==> config.mk <==
export PLATFORM = sky130hd
export DESIGN_NAME = llsm_monitor
export DESIGN_NICKNAME = d
export VERILOG_FILES = /design/src/design/llsm_pkg.sv /design/src/design/llsm_monitor.sv /design/src/design/llsm_sticky.sv
export SDC_FILE = /design/constraint.sdc
export NUM_CORES = 1
export LEC_CHECK = 0
export ABC_CLOCK_PERIOD_IN_PS = 3000
export BUFFER_PORTS_ARGS = -buffer_cell sky130_fd_sc_hd__buf_2
export CORE_MARGIN = 5
export CORE_UTILIZATION = 60
export DETAILED_ROUTE_END_ITERATION = 12
export GPL_TIMING_DRIVEN = 0
export PLACE_DENSITY = 0.78
export SLEW_MARGIN = 20
export SYNTH_ARGS = -nofsm -noshare
export SYNTH_HDL_FRONTEND = slang
export SYNTH_SLANG_ARGS = --single-unit
==> constraint.sdc <==
create_clock -name i_clk -period 3 [get_ports i_clk]
set_clock_uncertainty 0.2 [all_clocks]
set_input_delay 0 -clock i_clk [delete_from_list [all_inputs] [get_ports i_clk]]
set_output_delay 0 -clock i_clk [all_outputs]
set_load 0.1 [all_outputs]
==> src/design/llsm_pkg.sv <==
// Package for the lock-lost status monitor: register offsets, field positions, reset values.
// Assumes an 8-bit register port with 16-bit byte addresses.
package llsm_pkg;
    // Register byte offsets
    localparam logic [15:0] LLSM_OFS_DEV_LIVE    = 16'h000c;
    localparam logic [15:0] LLSM_OFS_LOCK_LIVE   = 16'h000e;
    localparam logic [15:0] LLSM_OFS_LOOP_LIVE   = 16'h000f;
    localparam logic [15:0] LLSM_OFS_DEV_STICKY  = 16'h0011;
    localparam logic [15:0] LLSM_OFS_LOCK_STICKY = 16'h0013;
    localparam logic [15:0] LLSM_OFS_LOCK_MASK   = 16'h0019;
    localparam logic [15:0] LLSM_OFS_DEV_MASK    = 16'h0017;
    localparam logic [15:0] LLSM_OFS_LOOP_STICKY = 16'h0014;
    localparam logic [15:0] LLSM_OFS_LOOP_MASK   = 16'h001a;
    localparam logic [15:0] LLSM_OFS_ASSERT_LIM  = 16'h009e;
    localparam logic [15:0] LLSM_OFS_REGAIN_LIM  = 16'h00a0;
    localparam logic [15:0] LLSM_OFS_TIMER_ON    = 16'h00a2;
    localparam logic [15:0] LLSM_OFS_WAIT_B0     = 16'h00a8;
    localparam logic [15:0] LLSM_OFS_WAIT_B4     = 16'h00ac;
    // Field positions
    localparam int LLSM_BIT_DEV_TUNE    = 0;
    localparam int LLSM_BIT_XTAL_MISS   = 2;
    localparam int LLSM_BIT_XTAL_UNLOCK = 3;
    localparam int LLSM_BIT_BUS_TMO     = 5;
    localparam int LLSM_BIT_LOCK_LOST   = 1;
    localparam int LLSM_BIT_LOOP_TUNE   = 5;
    localparam int LLSM_BIT_TIMER_ON    = 1;
    localparam int LLSM_LIM_LSB         = 4;
    localparam int LLSM_WAIT_W          = 35;
    localparam int LLSM_WAIT_TOP_W      = 3;
    // Used bits of the device status byte
    localparam logic [7:0] LLSM_DEV_FIELDS = 8'h2d;
    // Reset values
    localparam logic [7:0]             LLSM_RST_MASK   = 8'h00;
    localparam logic [3:0]             LLSM_RST_ASSERT = 4'h2;  // 10 ppm
    localparam logic [3:0]             LLSM_RST_REGAIN = 4'h0;  // 0.1 ppm
    localparam logic                   LLSM_RST_TIMER  = 1'b0;
    localparam logic [LLSM_WAIT_W-1:0] LLSM_RST_WAIT   = 35'h0;
endpackage

==> src/design/llsm_monitor.sv <==
// Lock-lost status monitor and device status flags with register port and pins.
// Assumes a byte-wide register port synchronous to i_clk; the loop supplies its
// frequency error as a magnitude code where code k means at least the k-th threshold.
// Contract
// - Live lock-lost bit is 1 when the loop is unlocked, 0 when locked.
// - Active-low lock-lost pin follows the monitor state.
// - Separate set and clear frequency comparisons give hysteresis.
// - With timer on, clearing waits an extra programmed delay.
// - Timer enable bit 1 enables clear timer, 0 bypasses it.
// - Clear delay is 35 bits over five bytes, top byte three bits.
// - Lock-lost sticky flag sets on fault and holds until cleared.
// - Writing 0 clears a flag only when its live cause is gone.
// - Mask bit 0 lets lock-lost drive the interrupt; 1 ignores it.
// - Four-bit set and clear threshold fields select ppm limits.
// - Device calibration indicator reads 1 during calibration.
// - Crystal loss indicator reads 1 when crystal signal insufficient.
// - Crystal lock error reads 1 when crystal input not locked.
// - Bus timeout indicator reads 1 once a timeout occurred.
// - Loop calibration indicator reads 1 while the loop calibrates.
// - Device sticky flags at bits 0,2,3,5 behave like lock-lost flag.
// - Interrupt releases only after all unmasked causing flags cleared.
`timescale 1ns/1ps
module llsm_monitor
    import llsm_pkg::*;
#(
    parameter int WAIT_W = LLSM_WAIT_W
) (
    input  wire logic       i_clk,
    input  wire logic       i_reset_n,
    // Register port
    input  wire logic       i_reg_wr,
    input  wire logic       i_reg_rd,
    input  wire logic [15:0] i_reg_addr,
    input  wire logic [7:0] i_reg_wdata,
    output logic      [7:0] o_reg_rdata,
    output logic            o_reg_rvalid,
    // Loop frequency error code, 0 = below 0.1 ppm, 10 = at least 10000 ppm
    input  wire logic [3:0] i_freq_err_code,
    // Raw status causes
    input  wire logic       i_device_tuning,
    input  wire logic       i_crystal_signal_missing,
    input  wire logic       i_crystal_unlocked,
    input  wire logic       i_bus_timeout,
    input  wire logic       i_loop_tuning,
    // Pins
    output logic            o_lock_lost_pin_n,
    output logic            o_irq_pin_n
);
    // Clear-threshold code k maps to the same ppm as error code k; set code k to k+2
    localparam logic [3:0] SET_OFFSET = 4'h2;

    // Lock-lost state and clear delay counter
    logic              lock_lost_live_q;
    logic              wait_busy_q;
    logic [WAIT_W-1:0] wait_cnt_q;

    // Registered live indicators
    logic [7:0]        dev_live_q;
    logic              loop_tuning_live_q;

    // Configuration
    logic [7:0]        dev_mask_q;
    logic              lock_lost_irq_block_q;
    logic              loop_mask_q;
    logic [3:0]        lock_lost_assert_limit_q;
    logic [3:0]        lock_regain_limit_q;
    logic              lock_regain_timer_on_q;
    logic [WAIT_W-1:0] lock_regain_wait_count_q;

    // Sticky flags
    logic [7:0]        dev_sticky;
    logic              lock_lost_sticky;
    logic              loop_tuning_sticky;

    // Threshold comparisons
    logic              set_hit;
    logic              clr_hit;
    logic [4:0]        set_level;

    // Clear strobes
    logic              wr_dev_sticky;
    logic              wr_lock_sticky;
    logic              wr_loop_sticky;

    // Interrupt terms
    logic              dev_irq;
    logic              lock_irq;
    logic              loop_irq;
    logic              irq_any;

    // Set and clear comparisons against their own thresholds
    // The set limit sits two codes higher than the clear limit of the same index,
    // so equal field values still leave a gap between the two comparisons
    assign set_level = {1'b0, lock_lost_assert_limit_q} + {1'b0, SET_OFFSET};
    assign set_hit   = {1'b0, i_freq_err_code} >= set_level;
    assign clr_hit   = i_freq_err_code <= lock_regain_limit_q;

    // Lock-lost state with optional regain delay. A set always wins and drops a running
    // delay; losing the clear condition mid-delay drops it too, so the loop must stay
    // inside the clear limit for the whole programmed wait before lock is reported
    always_ff @(posedge i_clk or negedge i_reset_n) begin
        if (!i_reset_n) begin
            lock_lost_live_q <= 1'b1;
            wait_busy_q      <= 1'b0;
            wait_cnt_q       <= '0;
        end else if (set_hit) begin
            lock_lost_live_q <= 1'b1;
            wait_busy_q      <= 1'b0;
        end else if (lock_lost_live_q && clr_hit) begin
            if (!lock_regain_timer_on_q) begin
                lock_lost_live_q <= 1'b0;
            end else if (!wait_busy_q) begin
                wait_busy_q <= 1'b1;
                wait_cnt_q  <= lock_regain_wait_count_q;
                if (lock_regain_wait_count_q == '0) begin
                    lock_lost_live_q <= 1'b0;
                    wait_busy_q      <= 1'b0;
                end
            end else if (wait_cnt_q <= WAIT_W'(1)) begin
                lock_lost_live_q <= 1'b0;
                wait_busy_q      <= 1'b0;
            end else begin
                wait_cnt_q <= wait_cnt_q - WAIT_W'(1);
            end
        end else begin
            wait_busy_q <= 1'b0;                                                 // Restart delay if clear lost
        end
    end

    // Live device and loop indicators, registered
    // Bits with no status source stay zero
    always_ff @(posedge i_clk or negedge i_reset_n) begin
        if (!i_reset_n) begin
            dev_live_q         <= 8'h00;
            loop_tuning_live_q <= 1'b0;
        end else begin
            dev_live_q                       <= 8'h00;
            dev_live_q[LLSM_BIT_DEV_TUNE]    <= i_device_tuning;
            dev_live_q[LLSM_BIT_XTAL_MISS]   <= i_crystal_signal_missing;
            dev_live_q[LLSM_BIT_XTAL_UNLOCK] <= i_crystal_unlocked;
            dev_live_q[LLSM_BIT_BUS_TMO]     <= i_bus_timeout;
            loop_tuning_live_q               <= i_loop_tuning;
        end
    end

    // Write strobes that clear flags by writing zero
    // Writing one to a flag bit leaves it alone
    assign wr_dev_sticky  = i_reg_wr && (i_reg_addr == LLSM_OFS_DEV_STICKY);
    assign wr_lock_sticky = i_reg_wr && (i_reg_addr == LLSM_OFS_LOCK_STICKY)
                            && !i_reg_wdata[LLSM_BIT_LOCK_LOST];
    assign wr_loop_sticky = i_reg_wr && (i_reg_addr == LLSM_OFS_LOOP_STICKY)
                            && !i_reg_wdata[LLSM_BIT_LOOP_TUNE];

    // Device sticky flags, one per used status bit
    // Unused bit positions read as zero and never raise the interrupt
    for (genvar g = 0; g < 8; g++) begin : g_dev
        if (LLSM_DEV_FIELDS[g]) begin : g_used
            llsm_sticky u_flag (
                .i_clk     (i_clk),
                .i_reset_n (i_reset_n),
                .i_live    (dev_live_q[g]),
                .i_clear   (wr_dev_sticky && !i_reg_wdata[g]),
                .o_flag    (dev_sticky[g])
            );
        end else begin : g_none
            assign dev_sticky[g] = 1'b0;
        end
    end

    // Lock-lost sticky flag
    llsm_sticky u_lock_flag (
        .i_clk     (i_clk),
        .i_reset_n (i_reset_n),
        .i_live    (lock_lost_live_q),
        .i_clear   (wr_lock_sticky),
        .o_flag    (lock_lost_sticky)
    );

    // Loop calibration sticky flag
    llsm_sticky u_loop_flag (
        .i_clk     (i_clk),
        .i_reset_n (i_reset_n),
        .i_live    (loop_tuning_live_q),
        .i_clear   (wr_loop_sticky),
        .o_flag    (loop_tuning_sticky)
    );

    // Interrupt masks; zero lets the matching flag reach the interrupt pin
    always_ff @(posedge i_clk or negedge i_reset_n) begin
        if (!i_reset_n) begin
            dev_mask_q            <= LLSM_RST_MASK;
            lock_lost_irq_block_q <= LLSM_RST_MASK[LLSM_BIT_LOCK_LOST];
            loop_mask_q           <= LLSM_RST_MASK[LLSM_BIT_LOOP_TUNE];
        end else if (i_reg_wr) begin
            if (i_reg_addr == LLSM_OFS_DEV_MASK) begin
                dev_mask_q <= i_reg_wdata & LLSM_DEV_FIELDS;
            end
            if (i_reg_addr == LLSM_OFS_LOCK_MASK) begin
                lock_lost_irq_block_q <= i_reg_wdata[LLSM_BIT_LOCK_LOST];
            end
            if (i_reg_addr == LLSM_OFS_LOOP_MASK) begin
                loop_mask_q <= i_reg_wdata[LLSM_BIT_LOOP_TUNE];
            end
        end
    end

    // Threshold codes and clear timer enable
    // A new limit takes effect at the next comparison; no state is flushed
    always_ff @(posedge i_clk or negedge i_reset_n) begin
        if (!i_reset_n) begin
            lock_lost_assert_limit_q <= LLSM_RST_ASSERT;
            lock_regain_limit_q      <= LLSM_RST_REGAIN;
            lock_regain_timer_on_q   <= LLSM_RST_TIMER;
        end else if (i_reg_wr) begin
            unique case (i_reg_addr)
                LLSM_OFS_ASSERT_LIM: begin
                    lock_lost_assert_limit_q <= i_reg_wdata[LLSM_LIM_LSB +: 4];
                end
                LLSM_OFS_REGAIN_LIM: begin
                    lock_regain_limit_q <= i_reg_wdata[LLSM_LIM_LSB +: 4];
                end
                LLSM_OFS_TIMER_ON: begin
                    lock_regain_timer_on_q <= i_reg_wdata[LLSM_BIT_TIMER_ON];
                end
                default: begin
                end
            endcase
        end
    end

    // Clear delay, written a byte at a time, least significant byte first
    // A running delay keeps the value it loaded; new bytes apply to the next wait
    always_ff @(posedge i_clk or negedge i_reset_n) begin
        if (!i_reset_n) begin
            lock_regain_wait_count_q <= WAIT_W'(LLSM_RST_WAIT);
        end else if (i_reg_wr) begin
            unique case (i_reg_addr)
                LLSM_OFS_WAIT_B0: begin
                    lock_regain_wait_count_q[7:0] <= i_reg_wdata;
                end
                LLSM_OFS_WAIT_B0 + 16'h1: begin
                    lock_regain_wait_count_q[15:8] <= i_reg_wdata;
                end
                LLSM_OFS_WAIT_B0 + 16'h2: begin
                    lock_regain_wait_count_q[23:16] <= i_reg_wdata;
                end
                LLSM_OFS_WAIT_B0 + 16'h3: begin
                    lock_regain_wait_count_q[31:24] <= i_reg_wdata;
                end
                LLSM_OFS_WAIT_B4: begin
                    lock_regain_wait_count_q[34:32] <= i_reg_wdata[LLSM_WAIT_TOP_W-1:0];
                end
                default: begin
                end
            endcase
        end
    end

    // Read port, one cycle latency; unmapped addresses read zero
    // A read of a sticky byte sees the flags before any clear written in the same cycle
    always_ff @(posedge i_clk or negedge i_reset_n) begin
        if (!i_reset_n) begin
            o_reg_rdata  <= 8'h00;
            o_reg_rvalid <= 1'b0;
        end else begin
            o_reg_rvalid <= i_reg_rd;
            if (i_reg_rd) begin
                o_reg_rdata <= 8'h00;
                unique case (i_reg_addr)
                    LLSM_OFS_DEV_LIVE: begin
                        o_reg_rdata <= dev_live_q;
                    end
                    LLSM_OFS_LOCK_LIVE: begin
                        o_reg_rdata[LLSM_BIT_LOCK_LOST] <= lock_lost_live_q;
                    end
                    LLSM_OFS_LOOP_LIVE: begin
                        o_reg_rdata[LLSM_BIT_LOOP_TUNE] <= loop_tuning_live_q;
                    end
                    LLSM_OFS_DEV_STICKY: begin
                        o_reg_rdata <= dev_sticky;
                    end
                    LLSM_OFS_LOCK_STICKY: begin
                        o_reg_rdata[LLSM_BIT_LOCK_LOST] <= lock_lost_sticky;
                    end
                    LLSM_OFS_LOOP_STICKY: begin
                        o_reg_rdata[LLSM_BIT_LOOP_TUNE] <= loop_tuning_sticky;
                    end
                    LLSM_OFS_DEV_MASK: begin
                        o_reg_rdata <= dev_mask_q;
                    end
                    LLSM_OFS_LOCK_MASK: begin
                        o_reg_rdata[LLSM_BIT_LOCK_LOST] <= lock_lost_irq_block_q;
                    end
                    LLSM_OFS_LOOP_MASK: begin
                        o_reg_rdata[LLSM_BIT_LOOP_TUNE] <= loop_mask_q;
                    end
                    LLSM_OFS_ASSERT_LIM: begin
                        o_reg_rdata[LLSM_LIM_LSB +: 4] <= lock_lost_assert_limit_q;
                    end
                    LLSM_OFS_REGAIN_LIM: begin
                        o_reg_rdata[LLSM_LIM_LSB +: 4] <= lock_regain_limit_q;
                    end
                    LLSM_OFS_TIMER_ON: begin
                        o_reg_rdata[LLSM_BIT_TIMER_ON] <= lock_regain_timer_on_q;
                    end
                    LLSM_OFS_WAIT_B0: begin
                        o_reg_rdata <= lock_regain_wait_count_q[7:0];
                    end
                    LLSM_OFS_WAIT_B0 + 16'h1: begin
                        o_reg_rdata <= lock_regain_wait_count_q[15:8];
                    end
                    LLSM_OFS_WAIT_B0 + 16'h2: begin
                        o_reg_rdata <= lock_regain_wait_count_q[23:16];
                    end
                    LLSM_OFS_WAIT_B0 + 16'h3: begin
                        o_reg_rdata <= lock_regain_wait_count_q[31:24];
                    end
                    LLSM_OFS_WAIT_B4: begin
                        o_reg_rdata[LLSM_WAIT_TOP_W-1:0] <= lock_regain_wait_count_q[34:32];
                    end
                    default: begin
                        o_reg_rdata <= 8'h00;
                    end
                endcase
            end
        end
    end

    // Interrupt from any unmasked sticky flag; it holds until every such flag is clear
    assign dev_irq  = |(dev_sticky & ~dev_mask_q);
    assign lock_irq = lock_lost_sticky & ~lock_lost_irq_block_q;
    assign loop_irq = loop_tuning_sticky & ~loop_mask_q;
    assign irq_any  = dev_irq | lock_irq | loop_irq;

    // Output pins, registered
    // The interrupt pin lags its flags by one cycle, the lock pin lags the live bit by one
    always_ff @(posedge i_clk or negedge i_reset_n) begin
        if (!i_reset_n) begin
            o_lock_lost_pin_n <= 1'b0;
            o_irq_pin_n       <= 1'b1;
        end else begin
            o_lock_lost_pin_n <= ~lock_lost_live_q;
            o_irq_pin_n       <= ~irq_any;
        end
    end
endmodule // llsm_monitor

==> src/design/llsm_sticky.sv <==
// Sticky flag with clear-by-zero write, refused while its live cause stands.
// Assumes the write strobe and data are synchronous to i_clk.
`timescale 1ns/1ps
module llsm_sticky (
    input  wire logic i_clk,
    input  wire logic i_reset_n,
    input  wire logic i_live,
    input  wire logic i_clear,
    output logic      o_flag
);
    // Set wins over clear; clear accepted only with the live cause gone
    always_ff @(posedge i_clk or negedge i_reset_n) begin
        if (!i_reset_n) begin
            o_flag <= 1'b0;
        end else if (i_live) begin
            o_flag <= 1'b1;
        end else if (i_clear) begin
            o_flag <= 1'b0;
        end
    end
endmodule // llsm_sticky

Word-level counts from Yosys, hierarchy flattened

Cells that the tools add are included.

Add/subtract/negate cells: 2
$lt $le $gt $ge: 3
Eq/ne operators: 21
Muxes and demuxes: 33
Bitwise logic cells: 11
Reductions and logical operators: 37

Operators with widths:

| kind                                                 | number |
|---|---|
| equality test 16 x 8 -> 1 bit, second input constant | 8 |
| equality test 16 x 5 -> 1 bit, second input constant | 6 |
| 2-to-1 mux 35 bit                                    | 2 |
| equality test 16 x 4 -> 1 bit, second input constant | 3 |
| <= comparator 35 x 1 -> 1 bit, second input constant | 1 |
| zero test 35 bit                                     | 1 |
| subtractor 35 x 1 -> 35 bit, second input constant   | 1 |
| 2-to-1 mux 1 bit                                     | 24 |
| AND reduction 2 bit                                  | 11 |
| one-hot mux 1 bit (8 select lines)                   | 2 |
| nonzero test 2 bit                                   | 7 |
| one-hot mux 1 bit (12 select lines)                  | 1 |
| one-hot mux 2 bit (6 select lines)                   | 1 |
| logical AND 1 bit                                    | 10 |
| one-hot mux 1 bit (9 select lines)                   | 1 |
| bitwise AND 6 x 8 -> 8 bit                           | 1 |
| != test 4 x 2 -> 1 bit, second input constant        | 2 |
| inverter 6 -> 8 bit                                  | 1 |
| OR reduction 8 bit                                   | 1 |
| one-hot mux 1 bit (7 select lines)                   | 1 |
| one-hot mux 1 bit (6 select lines)                   | 1 |
| adder 4 x 2 -> 5 bit, second input constant          | 1 |
| >= comparator 4 x 5 -> 1 bit                         | 1 |
| zero test 1 bit                                      | 5 |
| other kinds (8)                                      | 14 |

Bits in registers: 109
Bits of input ports: 37
Output and inout port bits: 11

Logic depth before layout (Yosys ltp)

Gate-level depths: netlist (run 1).

Depth after elaboration: 6
Mapped depth: 11
Depth with buffers taken out: 9

Hierarchy

From an unflattened synthesis (run 1), not the netlist that was laid out.

Cells, all modules: 643
Area total of the unflattened synthesis: 6287.3 µm²

Modules (own cells, without submodules):

| module       | instances | cells each | area an instance (µm²) | sequential area each (µm²) |
|---|---|---|---|---|
| llsm_monitor | 1         | 625        | 6069.6                 | 2581.2 |
| llsm_sticky  | 6         | 3          | 36.3                   | 25.0 |

Worst setup path before layout (run 1)

OpenSTA, ideal clock, no wires.

Path type: register -> register
Start point: register lock_lost_assert_limit_q[1]
End point: register wait_cnt_q[1]
Setup time: 0.127 ns
Data arrival time: 2.296 ns
Data required time: 2.673 ns
Path slack: 0.377 ns
Cell stages (with the launch flop): 12
Path buffers: 2
Cell sequence: dfstp_2 ha_1 inv_1 ha_1 o21ai_0 o21ai_1 a221o_1 a31o_2 buf_6 buf_6 a211oi_1 a21oi_1

Longest elaborated chain between the ends: 4

Ends and longest elaborated chain:

| what                                 | line                | text |
|---|---|---|
| start: declaration                   | llsm_monitor.sv:65  | `logic [3:0] lock_lost_assert_limit_q;` |
| start signal: assignment             | llsm_monitor.sv:217 | `lock_lost_assert_limit_q <= i_reg_wdata[LLSM_LIM_LSB +: 4];` |
| adder 4 x 2 -> 5 bit                 | llsm_monitor.sv:94  | `assign set_level = {1'b0, lock_lost_assert_limit_q} + {1'b0, SET_OFFSET};` |
| >= comparator 4 x 5 -> 1 bit         | llsm_monitor.sv:95  | `assign set_hit = {1'b0, i_freq_err_code} >= set_level;` |
| inverter 1 bit (no source line)      | n/a                 |  |
| AND reduction 4 bit (no source line) | n/a                 |  |
| end signal: assignment               | llsm_monitor.sv:114 | `wait_cnt_q <= lock_regain_wait_count_q;` |
| end signal: assignment               | llsm_monitor.sv:123 | `wait_cnt_q <= wait_cnt_q - WAIT_W'(1);` |
| end: declaration                     | llsm_monitor.sv:55  | `logic [WAIT_W-1:0] wait_cnt_q;` |

No other way between the ends.
A chain may end at the register's enable or synchronous reset.

Final worst setup path (run 1)

Start point: register wait_cnt_q[8]
End point: register wait_cnt_q[15]

Longest elaborated chain between the ends: 3
Elaborated cells between the ends (all ways): 6
Classes of those cells: 1 x add/sub; 1 x order compare; 1 x eq/ne; 2 x mux; 1 x reduce/logical

Ends and longest elaborated chain:

| what                                                                         | line |
|---|---|
| <= comparator 35 x 1 -> 1 bit or subtractor 35 x 1 -> 35 bit (tied branches) | llsm_monitor.sv:119, llsm_monitor.sv:123 |
| != test 2 bit (no source line) or 2-to-1 mux 35 bit (tied branches)          | n/a |
| AND reduction 4 bit (no source line) or 2-to-1 mux 35 bit (tied branches)    | n/a |

Several ways; a longest one is shown, not always the timed one. The select of a mux whose other input is x is not followed.

==> summary.txt, run 1 <==
Yosys
  – Post-Syn Nets: between 600 and 700
  – Seq cells post-synth: 109
  – Post-Syn Instances: roughly 650
  – Syn_area_per_cell: slightly below 10 um2
  – Synth cell types: 76
  – Count leader, synth: dfrtp_1
  – Yosys top cell area share: a little over two fifths
  – YS warnings: 0
  – Post-synth EDFFs: 0
  – Async SR Flop Fraction: 100%
  – Ys flop type: dfrtp_1
  – Post-Syn Area: around 6300 um2
  – Leading area contributor after synthesis: dfrtp_1
  – Largest cells by area after synthesis: dfrtp_1 (42%), mux2_2 (5.5%), mux2_1 (3.8%)
  – Top cells by count, synth: dfrtp_1 (106), nand2_1 (52), a21oi_1 (47), nor2_1 (43), mux2_2 (31)
  – Sequential fraction of the synthesis area: between 40% and 50%

Floorplan
  – Die Ht: 113 um
  – Core ar.: 10300 um2
  – Die width: roughly 110 um
  – Starting density of the core: between 60% and 70%
  – Cell row count: 37
  – Die area: between 10000 and 15000 um2
  – Ports: 48

Final layout
  – Layout area overhead: 14.9%
  – Layout cells sized above 1: between 15 and 20%
  – Final cell count without fillers: between 800 and 900
  – Fillers: between 700 and 800
  – Total Nets Final: just under 800
  – Final Core Density: roughly 70%
  – N_diodes: 0
  – Final Cell Area: around 7200 um2

Route
  – Vias per cell: 6.82
  – First-pass DRT Iterations: 7
  – Antenna viol nets, final: 0
  – DRC Markers: 0
  – WL/cell: roughly 23 um
  – Iter 0 DRT Violations: 952
  – WL final: between 15000 and 20000 um
  – Via count: approximately 6000

Global route
  – First-pass GRT wire length: 31800 um
  – Initial antenna violation count: 0
  – Vias in the first global route: 5772
  – GRT overflow: 0
  – Overall routing resource usage: about a third
  – Largest net degree at the start of global routing: 73

Placed design
  – IO buf count: between 40 and 50
  – Pre-CTS WS: -0.115 ns
  – GPL Wtd Cong: around 0.97
  – Post-Place Cells: approximately 830
  – Placed Area: slightly below 7000 um2
  – HPWL Detailed: 14300 um

Power and ir drop
  – VDD IR max: ~0.5 mV
  – Pwr dens: 375 nW/um2
  – Pleak: around 3.0 nW

STA
  – Slew headroom: around half
  – Finish-stage setup viols: 0
  – Slew Limit Fails: 0
  – Setup TNS: 0 ns
  – Fin crit period: around 2.9 ns
  – Fin. Hold Viols: 0
  – Actual transition at the worst max-transition pin: between 0.7 and 0.8 ns
  – Period utilization: roughly 100%
  – Final WS setup: 0.0664 ns
  – Max Freq: between 300 and 400 MHz

Outcome
  – Outcome: finished clean

Hold path
  – Hold Path Origin: i_freq_err_code[2]
  – Min-Delay Path Depth: 6
  – Hold path endpoint: lock_lost_live_q
  – Hold Path Class: input port to flip-flop

Clocking
  – Htree depth: 3
  – Worst-path clk slew: between 0.1 and 0.15 ns
  – Total CTS buffers: 9
  – Skew-Pair Late Insertion Delay: between 0.4 and 0.5 ns
  – Clk sinks: approximately 110
  – CTS tree: yes
  – CTS Root Cell: clkbuf_8
  – Deepest clock path buffer count: 2

Worst setup path
  – Setup crit end kind: flip-flop
  – Max Fanout on Critical Path: 10
  – RR Endpoint: wait_cnt_q[15]
  – Crit Path Category: flip-flop to flip-flop
  – Critical path startpoint category: flip-flop
  – R2R Setup Slk: 0.07 ns
  – Reg-to-Reg Start: wait_cnt_q[8]
  – CP Data Required Time: 3.08 ns
  – WP data arrival: a little over 3 ns
  – Reg2Reg Depth: 7
  – CP startpoint: wait_cnt_q[8]

Flow run
  – MaxCap Viol Count: 0
worst max-delay path, stage by stage (launching register included):
cell and delay, ns:
dfrtp_1 0.45, nor3_1 0.53, nand4_1 0.39, o22ai_4 0.43, a31o_2 0.22, buf_6 0.15, buf_2 0.29, o22ai_1 0.14
power breakdown:
| part | switching (W) | internal (W) |
|---|---|---|
| logic | 0.000189 | 0.0000968 |
| clock network | 0.000576 | 0.000322 |
| registers | 0.0000325 | 0.00150 |
| total | 0.000798 | 0.00192 |
per-stage QoR:
stage / hold WS, ns / total power [W]
2_1_floorplan: -0.496 / 0.00169
3_3_place_gp: -0.0924 / 0.00180
3_5_place_dp: -0.275 / 0.00181
4_1_cts: 0.00526 / 0.00273
5_1_grt: 0.0387 / 0.00282
6_report: 0.00464 / 0.00271
placed cells by master (no fill, tap or decap), types with 4 or more instances in the layout:
master,synthesis,routed
a21oi_1,47,47
a22o_1,7,7
a22oi_1,4,4
a2bb2oi_1,7,7
a31oi_1,9,9
a32oi_1,4,4
and2_1,4,4
and3_1,4,4
buf_2,5,47
buf_4,1,5
clkbuf_1,21,20
clkbuf_8,0,9
dfrtp_1,106,106
dlygate4sd3_1,0,25
ha_1,11,11
inv_1,19,19
inv_6,0,4
mux2_1,21,21
mux2_2,31,31
mux2i_1,8,8
nand2_1,52,52
nand2b_1,14,14
nand3_1,23,23
nand4_1,14,14
nor2_1,43,43
nor2b_1,7,7
nor3_1,20,19
nor3_2,3,4
nor4_1,20,19
nor4_2,5,6
o21ai_0,27,27
o21ai_1,14,14
o22ai_1,13,13
o32ai_1,5,5
o41ai_1,4,4
or2_2,4,4
layout make-up:
cell class	count	area [um2]	area share, %
plain buffers	32	149	2.06
clock buffers	9	124	1.71
clock inverters	7	62.6	0.864
inverters	20	75.1	1.04
multi-input cells	487	3390	46.7
flip-flops and latches	109	2730	37.7
well taps	136	170	2.35
repair buffers	74	547	7.55
how the worst max path moves through the flow:
stage | endpoint | slack, ns | cells past startpoint
after floorplan | wait_cnt_q[1] | 0.38 | 11
after global placement | wait_cnt_q[3] | -0.12 | 9
after detailed placement | wait_cnt_q[3] | -0.12 | 9
after CTS | wait_cnt_q[1] | 0.03 | 11
after global routing | wait_cnt_q[1] | -0.003 | 11
final | wait_cnt_q[15] | 0.07 | 7
timing repair:
| item | CTS | global route |
|---|---|---|
| endpoints found under the setup margin | 10 | 32 |
| pin swaps | 0 | 1 |
| buffers inserted | 0 | 3 |
| hold endpoints to repair | 171 | 0 |
| hold buffers | 26 | 0 |
| gates resized for setup | 2 | 7 |
routing by layer:
metal | vias up | track usage, % | routed length, um
met5 | - | 0 | 0
met4 | 0 | 9.29 | 563
met3 | 68 | 10.2 | 2140
met2 | 368 | 48.9 | 9090
met1 | 2895 | 45.0 | 8170
li1 | 2631 | - | -
state kept, by name, summed over array words and instances, names as in the netlist:
signal and count:
dev_live_q 4, dev_mask_q 4, g_dev.g_used.u_flag.o_flag 4, lock_lost_assert_limit_q 4, lock_lost_irq_block_q 1, lock_lost_live_q 1
lock_regain_limit_q 4, lock_regain_timer_on_q 1, lock_regain_wait_count_q 35, loop_mask_q 1, loop_tuning_live_q 1, o_irq_pin_n 1
o_lock_lost_pin_n 1, o_reg_rdata 8, o_reg_rvalid 1, u_lock_flag.o_flag 1, u_loop_flag.o_flag 1, wait_busy_q 1
wait_cnt_q 35
logic make-up (layout without fill, tap and decap cells):
logic type,Yosys count,count (layout),synth area share [%]
and+or+nand+nor,237,237,21.1
AOI/OAI and AO/OA,176,176,18.5
DFF,109,109,43.3
muxes,62,62,11.3
buffers and inverters,52,142,3.49
adders and majority gates,11,11,2.18
xor gates and xnor gates,1,1,0.139
No activity file was read; power rests on OpenSTA's default activity.
==> run 2: changes to the inputs <==
--- a/config.mk
+++ b/config.mk
@@ -7,11 +7,12 @@
 export LEC_CHECK = 0
 export ABC_CLOCK_PERIOD_IN_PS = 3000
 export BUFFER_PORTS_ARGS = -buffer_cell sky130_fd_sc_hd__buf_2
+export CORE_ASPECT_RATIO = 2
 export CORE_MARGIN = 5
-export CORE_UTILIZATION = 60
+export CORE_UTILIZATION = 30
 export DETAILED_ROUTE_END_ITERATION = 12
 export GPL_TIMING_DRIVEN = 0
-export PLACE_DENSITY = 0.78
+export PLACE_DENSITY = 0.44
 export SLEW_MARGIN = 20
 export SYNTH_ARGS = -nofsm -noshare
 export SYNTH_HDL_FRONTEND = slang
==> run 2 against run 1 <==
Critical path depth is 4 higher. Via count down 2.6%. Setup slack gained 0.025 ns. Final area increased by 3.3%. Largest power group unchanged. Worst hold slack lost 0.0033 ns. Combinational power grew 1%. Routed wire length is 24% higher. Clock power up 40%. Global-route usage down 12 points. Die area up 91%. Largest cell class unchanged.
==> summary.txt, run 2 (synthesis results as in run 1) <==
Power and ir drop
  – P_int: 0.00225 W (+17%)
  – Pwr dens: 412 nW/um2 (+9.9%)
  – VDD IR max: 0.313 mV (-37%)
  – Switching pwr: 0.000832 W (+4.3%)
  – Sequential share of power: 49.8% (-6.6 points)
  – Net Sw Frac: 27.0% (-2.4 points)
  – Pleak: 3.06 nW (+0.88%)
  – Clock network power share: 40.8% (+7.7 points)
  – Logic pwr share: 9.4% (-1.1 points)

Route
  – WL met2: 13900 um (+53%)
  – Vias per cell: 5.80 (-15%)
  – DR WL met3: 993 um (-54%)
  – Wl on met1: 7830 um (-4.2%)
  – Top sig layer: met4
  – WL/cell: 24.7 um (+8.1%)
  – Iter 0 DRT Violations: 368 (-61%)
  – First-pass DRT Iterations: 5 (-2)
  – Antenna viol nets, final: 0 (unchanged)
  – DRC Markers: 0 (unchanged)
  – WL final: 24700 um (+24%)
  – Via count: 5808 (-2.6%)

Floorplan
  – Starting density of the core: 30.3% (-31 points)
  – Ports: 48 (unchanged)
  – Die area: 24200 um2 (+91%)
  – Die Ht: 215 um (+91%)
  – Core ar.: 20800 um2 (+100%)
  – Die width: 113 um (unchanged)
  – Cell row count: 75 (+100%)

STA
  – Fin. Hold Viols: 0 (unchanged)
  – Slew headroom: 46.9% (-1.7 points)
  – Period utilization: 96.9% (-0.84 points)
  – Slew Limit Fails: 0 (unchanged)
  – Actual transition at the worst max-transition pin: 0.789 ns (+0.0216 ns)
  – Fin crit period: 2.91 ns (-0.0252 ns)
  – Finish-stage setup viols: 0 (unchanged)
  – Max Freq: 344 MHz (+0.87%)
  – RSZ-0062 raised after global routing: false
  – Setup TNS: 0 ns (unchanged)

Final layout
  – Total Nets Final: 776 (-0.64%)
  – Final cell count without fillers: 1002 (+15%)
  – Layout cells sized above 1: 19.0% (-0.41 points)
  – Top Registers: lock_regain_wait_count_q x35, wait_cnt_q x35, o_reg_rdata x8
  – Commonest non-fill, non-tap cell in the layout: dfrtp_1
  – Layout area overhead: 18.7%
  – N_diodes: 0 (unchanged)
  – Commonest non-fill, non-tap cells in the layout: dfrtp_1 (106), nand2_1 (52), buf_2 (47), a21oi_1 (47), nor2_1 (43)
  – Fillers: 2186 (+170%)

Clocking
  – Clk sinks: 109 (unchanged)
  – Worst-path clk slew: 0.07 ns (-0.04 ns)
  – Htree depth: 3 (unchanged)
  – Deepest clock path buffer count: 2 (unchanged)
  – Skew-Pair Late Insertion Delay: 0.37 ns (-0.04 ns)
  – Total CTS buffers: 9 (unchanged)
  – CTS tree: yes
  – CTS Root Cell: clkbuf_16

Hold path
  – Hold Path Class: input port to flip-flop
  – Min-Delay Path Depth: 6 (unchanged)
  – Hold Path Origin: i_reg_addr[12]

Placed design
  – Post-Place Cells: 962 (+16%)
  – IO buf count: 44 (unchanged)
  – GPL Wtd Cong: 0.931 (-3.7%)
  – HPWL Detailed: 19400 um (+36%)

Global route
  – GRT overflow: 0 (unchanged)
  – Overall routing resource usage: 20.4% (-12 points)
  – Initial antenna violation count: 0 (unchanged)
  – Vias in the first global route: 6016 (+4.2%)
  – First-pass GRT wire length: 37000 um (+16%)
  – Largest net degree at the start of global routing: 63 (-14%)

Worst setup path
  – Crit Path Category: flip-flop to flip-flop
  – Crit path largest cell delay: 0.59 ns (+0.06 ns)
  – Setup crit end kind: flip-flop
  – Worst path top cell family by delay: compound AO/OA/AOI/OAI gates
  – Slowest-stage cell, CP: dfstp_2
  – Critical path cell sequence: ha_1 -> inv_1 -> ha_1 -> o21ai_0 -> o21ai_1 -> a221o_2 -> a31o_2 -> buf_6 -> buf_6 -> a211oi_1 -> a21oi_1
  – CP startpoint: lock_lost_assert_limit_q[1]
  – CP Data Required Time: 3.05 ns (-0.03 ns)
  – Critical path startpoint category: flip-flop
  – Reg-to-Reg Start: lock_lost_assert_limit_q[1]
  – Reg2Reg Depth: 11 (+4)
  – WP data arrival: 2.96 ns (-0.06 ns)
  – WP depth: 11 (+4)
  – CP Buf/Inv Count: 3 (+1)
  – Max Fanout on Critical Path: 10 (unchanged)
  – R2R Setup Slk: 0.09 ns (+0.03 ns)

Outcome
  – Outcome: finished clean

Flow run
  – MaxCap Viol Count: 0 (unchanged)
-- run 2: layer usage --
metal | up-vias | global-route usage [%]
met1 | 2838 | 18.5
li1 | 2629 | -
met5 | - | 0
met4 | 0 | 15.4
met3 | 87 | 2.73
met2 | 254 | 39.6
-- run 2: timing repair --
item | in CTS | in global routing
hold buffers | 22 | 0
gates resized for setup | 3 | 7
hold endpoints to repair | 166 | 0
buffers inserted | 0 | 2
pin swaps | 0 | 1
setup endpoints to repair | 30 | 29
-- run 2: worst min-delay path: stages --
cell,delay (ns)
buf_2,0.11
nor4_4,0.05
nand4_1,0.15
nor2_1,0.10
nand2_1,0.08
a22oi_1,0.06
-- run 2: path summary, 6_finish.rpt --
kind                                            endpoint
max                                        wait_cnt_q[1]
min                                       o_reg_rdata[2]
max reg2reg                                wait_cnt_q[1]
min reg2reg                g_dev[2].g_used.u_flag.o_flag
max in group asynchronous                    o_irq_pin_n
min in group asynchronous    lock_lost_assert_limit_q[1]
-- run 2: layout make-up --
cell class	count	area (um2)	share of cell area [%]
clock inverter	6	68.8	0.920
tap	269	337	4.50
timing repair buffer	69	507	6.77
buffer	32	151	2.02
multi-input combinational	487	3380	45.2
clock buffer	10	229	3.06
sequential	109	2730	36.5
inverter	20	75.1	1.00
-- run 2: per-stage QoR --
step	worst slack, ns	util [%]	hold WS (ns)	total power (W)	instance area (um2)
3_5_place_dp	-0.285	33.1	-0.223	0.00183	6890
6_report	0.0916	35.9	0.00132	0.00308	7480
4_1_cts	0.0136	35.7	0.00378	0.00312	7450
2_1_floorplan	0.377	-	-0.496	0.00169	6300
5_1_grt	0.000779	35.9	0.0156	0.00319	7480
3_3_place_gp	-0.278	32.9	-0.0920	0.00182	6860
-- run 2: power groups by stage --
stage	Combinational, W	Sequential, W	Clock (W)
4_1_cts	0.000293	0.00153	0.00129
3_5_place_dp	0.000266	0.00156	0
3_3_place_gp	0.000257	0.00156	0
5_1_grt	0.000317	0.00154	0.00133
6_report	0.000290	0.00153	0.00126
2_1_floorplan	0.000103	0.00159	0
==> run 3: changes to the inputs <==
--- a/config.mk
+++ b/config.mk
@@ -9,10 +9,11 @@
 export BUFFER_PORTS_ARGS = -buffer_cell sky130_fd_sc_hd__buf_2
 export CORE_ASPECT_RATIO = 2
 export CORE_MARGIN = 5
-export CORE_UTILIZATION = 30
+export CORE_UTILIZATION = 60
 export DETAILED_ROUTE_END_ITERATION = 12
 export GPL_TIMING_DRIVEN = 0
-export PLACE_DENSITY = 0.44
+export PLACE_DENSITY = 0.78
+export SETUP_SLACK_MARGIN = 0.1
 export SLEW_MARGIN = 20
 export SYNTH_ARGS = -nofsm -noshare
 export SYNTH_HDL_FRONTEND = slang
==> run 3 against run 2 <==
Cell count down 13%. Critical path type unchanged. Critical path depth stayed put. Non-clock buffer count grew 5. Power shrank 3.9%. Die area is 47% lower. Combinational power hardly changed.
==> summary.txt, run 3 (synthesis results as in run 1) <==
Route
  – First-pass DRT Iterations: 7 (+2)
  – Iter 0 DRT Violations: 632 (+72%)
  – Vias per cell: 6.98 (+20%)
  – WL final: 22500 um (-9.0%)
  – Via count: 6104 (+5.1%)
  – WL/cell: 25.7 um (+4.2%)
  – DRC Markers: 0 (unchanged)
  – Antenna viol nets, final: 0 (unchanged)

Final layout
  – Commonest non-fill, non-tap cells in the layout: dfrtp_1 (106), nand2_1 (52), buf_2 (47), a21oi_1 (47), nor2_1 (41)
  – Layout cells sized above 1: 20.9% (+1.9 points)
  – Layout area overhead: 17.1%
  – Top Registers: lock_regain_wait_count_q x35, wait_cnt_q x35, o_reg_rdata x8
  – Final Cell Area: 7380 um2 (-1.4%)
  – Total Nets Final: 781 (+0.64%)
  – N_diodes: 0 (unchanged)
  – Final cell count without fillers: 875 (-13%)
  – Commonest non-fill, non-tap cell in the layout: dfrtp_1

Power and ir drop
  – Pleak: 3.10 nW (+1.1%)
  – VDD IR max: 0.391 mV (+25%)
  – Pwr dens: 401 nW/um2 (-2.6%)
  – Final total power: 0.00296 W (-3.9%)

Placed design
  – Post-Place Cells: 830 (-14%)
  – GPL Wtd Cong: 1.04 (+12%)
  – IO buf count: 44 (unchanged)
  – HPWL Detailed: 16100 um (-17%)
  – Placed Area: 6730 um2 (-2.4%)

STA
  – Fin crit period: 2.82 ns (-0.0885 ns)
  – RSZ-0062 raised after global routing: true
  – Max Freq: 355 MHz (+3.1%)
  – Fin. Hold Viols: 0 (unchanged)
  – Setup TNS: 0 ns (unchanged)
  – Actual transition at the worst max-transition pin: 0.874 ns (+0.0850 ns)
  – Finish-stage setup viols: 0 (unchanged)
  – Period utilization: 94.0% (-3.0 points)
  – Slew Limit Fails: 0 (unchanged)
  – Slew headroom: 41.3% (-5.6 points)
  – Min Hold Slack: 0.0122 ns (+0.0109 ns)

Floorplan
  – Die Ht: 155 um (-28%)
  – Cell row count: 53 (-29%)
  – Die width: 82.5 um (-27%)
  – Starting density of the core: 60.5% (+30 points)
  – Die area: 12800 um2 (-47%)
  – Ports: 48 (unchanged)
  – Core ar.: 10400 um2 (-50%)

Clocking
  – Worst-path clk slew: 0.08 ns (about the same)
  – CTS tree: yes
  – Clk sinks: 109 (unchanged)
  – Deepest clock path buffer count: 2 (unchanged)
  – Total CTS buffers: 9 (unchanged)
  – CTS Root Cell: clkbuf_16
  – Htree depth: 3 (unchanged)
  – Skew-Pair Late Insertion Delay: 0.35 ns (-0.02 ns)

Global route
  – Vias in the first global route: 6411 (+6.6%)
  – Met2 GRT Util: 61.0% (+21 points)
  – Initial antenna violation count: 0 (unchanged)
  – Grt peak-use layer: met2
  – Grt met3 use: 11.1% (+8.3 points)
  – GRT overflow: 0 (unchanged)
  – Largest net degree at the start of global routing: 82 (+30%)
  – Overall routing resource usage: 37.9% (+17 points)
  – First-pass GRT wire length: 35300 um (-4.7%)
  – Met1 Use GR: 39.0% (+21 points)

Outcome
  – Outcome: finished clean

Worst setup path
  – CP most frequent cell: ha_1
  – R2R Setup Slk: 0.18 ns (+0.09 ns)
  – CP Data Required Time: 3.02 ns (-0.03 ns)
  – WP data arrival: 2.84 ns (-0.12 ns)
  – Setup crit end kind: flip-flop
  – Critical path startpoint category: flip-flop
  – Max Fanout on Critical Path: 10 (unchanged)
  – Worst path top cell family by delay: compound AO/OA/AOI/OAI gates
  – Critical path cell sequence: ha_1 -> xnor2_1 -> ha_1 -> nor2_2 -> a31oi_2 -> a221o_2 -> a31o_2 -> buf_6 -> buf_12 -> o21bai_2 -> a21oi_2
  – CP Buf/Inv Count: 2 (-1)
  – Slowest-stage cell, CP: a221o_2
  – Crit path largest cell delay: 0.47 ns (-0.12 ns)
  – Crit Path Category: flip-flop to flip-flop

Flow run
  – MaxCap Viol Count: 0 (unchanged)

Hold path
  – Hold Path Class: input port to flip-flop
-- run 3: layout make-up --
class,count,area (um2)
plain buffers,31,156
clock buffers,10,229
clock inverters,6,46.3
fillers,821,3030
inverters,20,75.1
multi-input cells,487,3430
flip-flops and latches,109,2730
well taps,137,171
repair buffers,75,544
-- run 3: metal layers --
layer	vias to the layer above	wire [um]	part of all wire [%]
met1	2912	7200	32
li1	2638	-	-
met2	391	11200	50
met5	-	0	0
met4	0	2310	10
met3	163	1780	7.9
-- run 3: tightest hold or removal path, delay by kind of cell --
kind / cells / cell delay (ns)
and+or+nand+nor: 2 / 0.21
buffers and inverters: 1 / 0.18
muxes: 1 / 0.14
-- run 3: path summary, 6_finish.rpt --
check / start / endpoint / cells after the start
worst max register to register: lock_lost_assert_limit_q[2] / wait_cnt_q[25] / 11
min in group asynchronous: i_reset_n / wait_cnt_q[29] / 4
max in group asynchronous: i_reset_n / o_irq_pin_n / 4
worst max-delay path: lock_lost_assert_limit_q[2] / wait_cnt_q[25] / 11
worst min register to register: dev_live_q[3] / g_dev[3].g_used.u_flag.o_flag / 1
worst min-delay path: i_reg_addr[2] / lock_lost_irq_block_q / 4
-- run 3: through the flow --
stage          util (%)  worst slack, ns
3_5_place_dp       64.6           -0.140
4_1_cts            69.7           0.0814
5_1_grt            70.9           0.0547
6_report           70.9            0.180
3_3_place_gp       64.3          -0.0625
2_1_floorplan         -            0.377
-- run 3: what timing repair did --
item,in CTS,in global routing
buffers inserted,0,8
hold buffers,22,0
endpoints found under the setup margin,11,37
endpoints found under the hold margin,165,0
pin swaps,0,7
resized for setup,3,19
-- run 3: power breakdown --
part | internal [W] | switching, W | total (W) | leakage [nW]
Clock | 0.000570 | 0.000564 | 0.00113 | 0.129
Sequential | 0.00150 | 0.0000383 | 0.00154 | 1.38
Combinational | 0.0000943 | 0.000194 | 0.000288 | 1.58
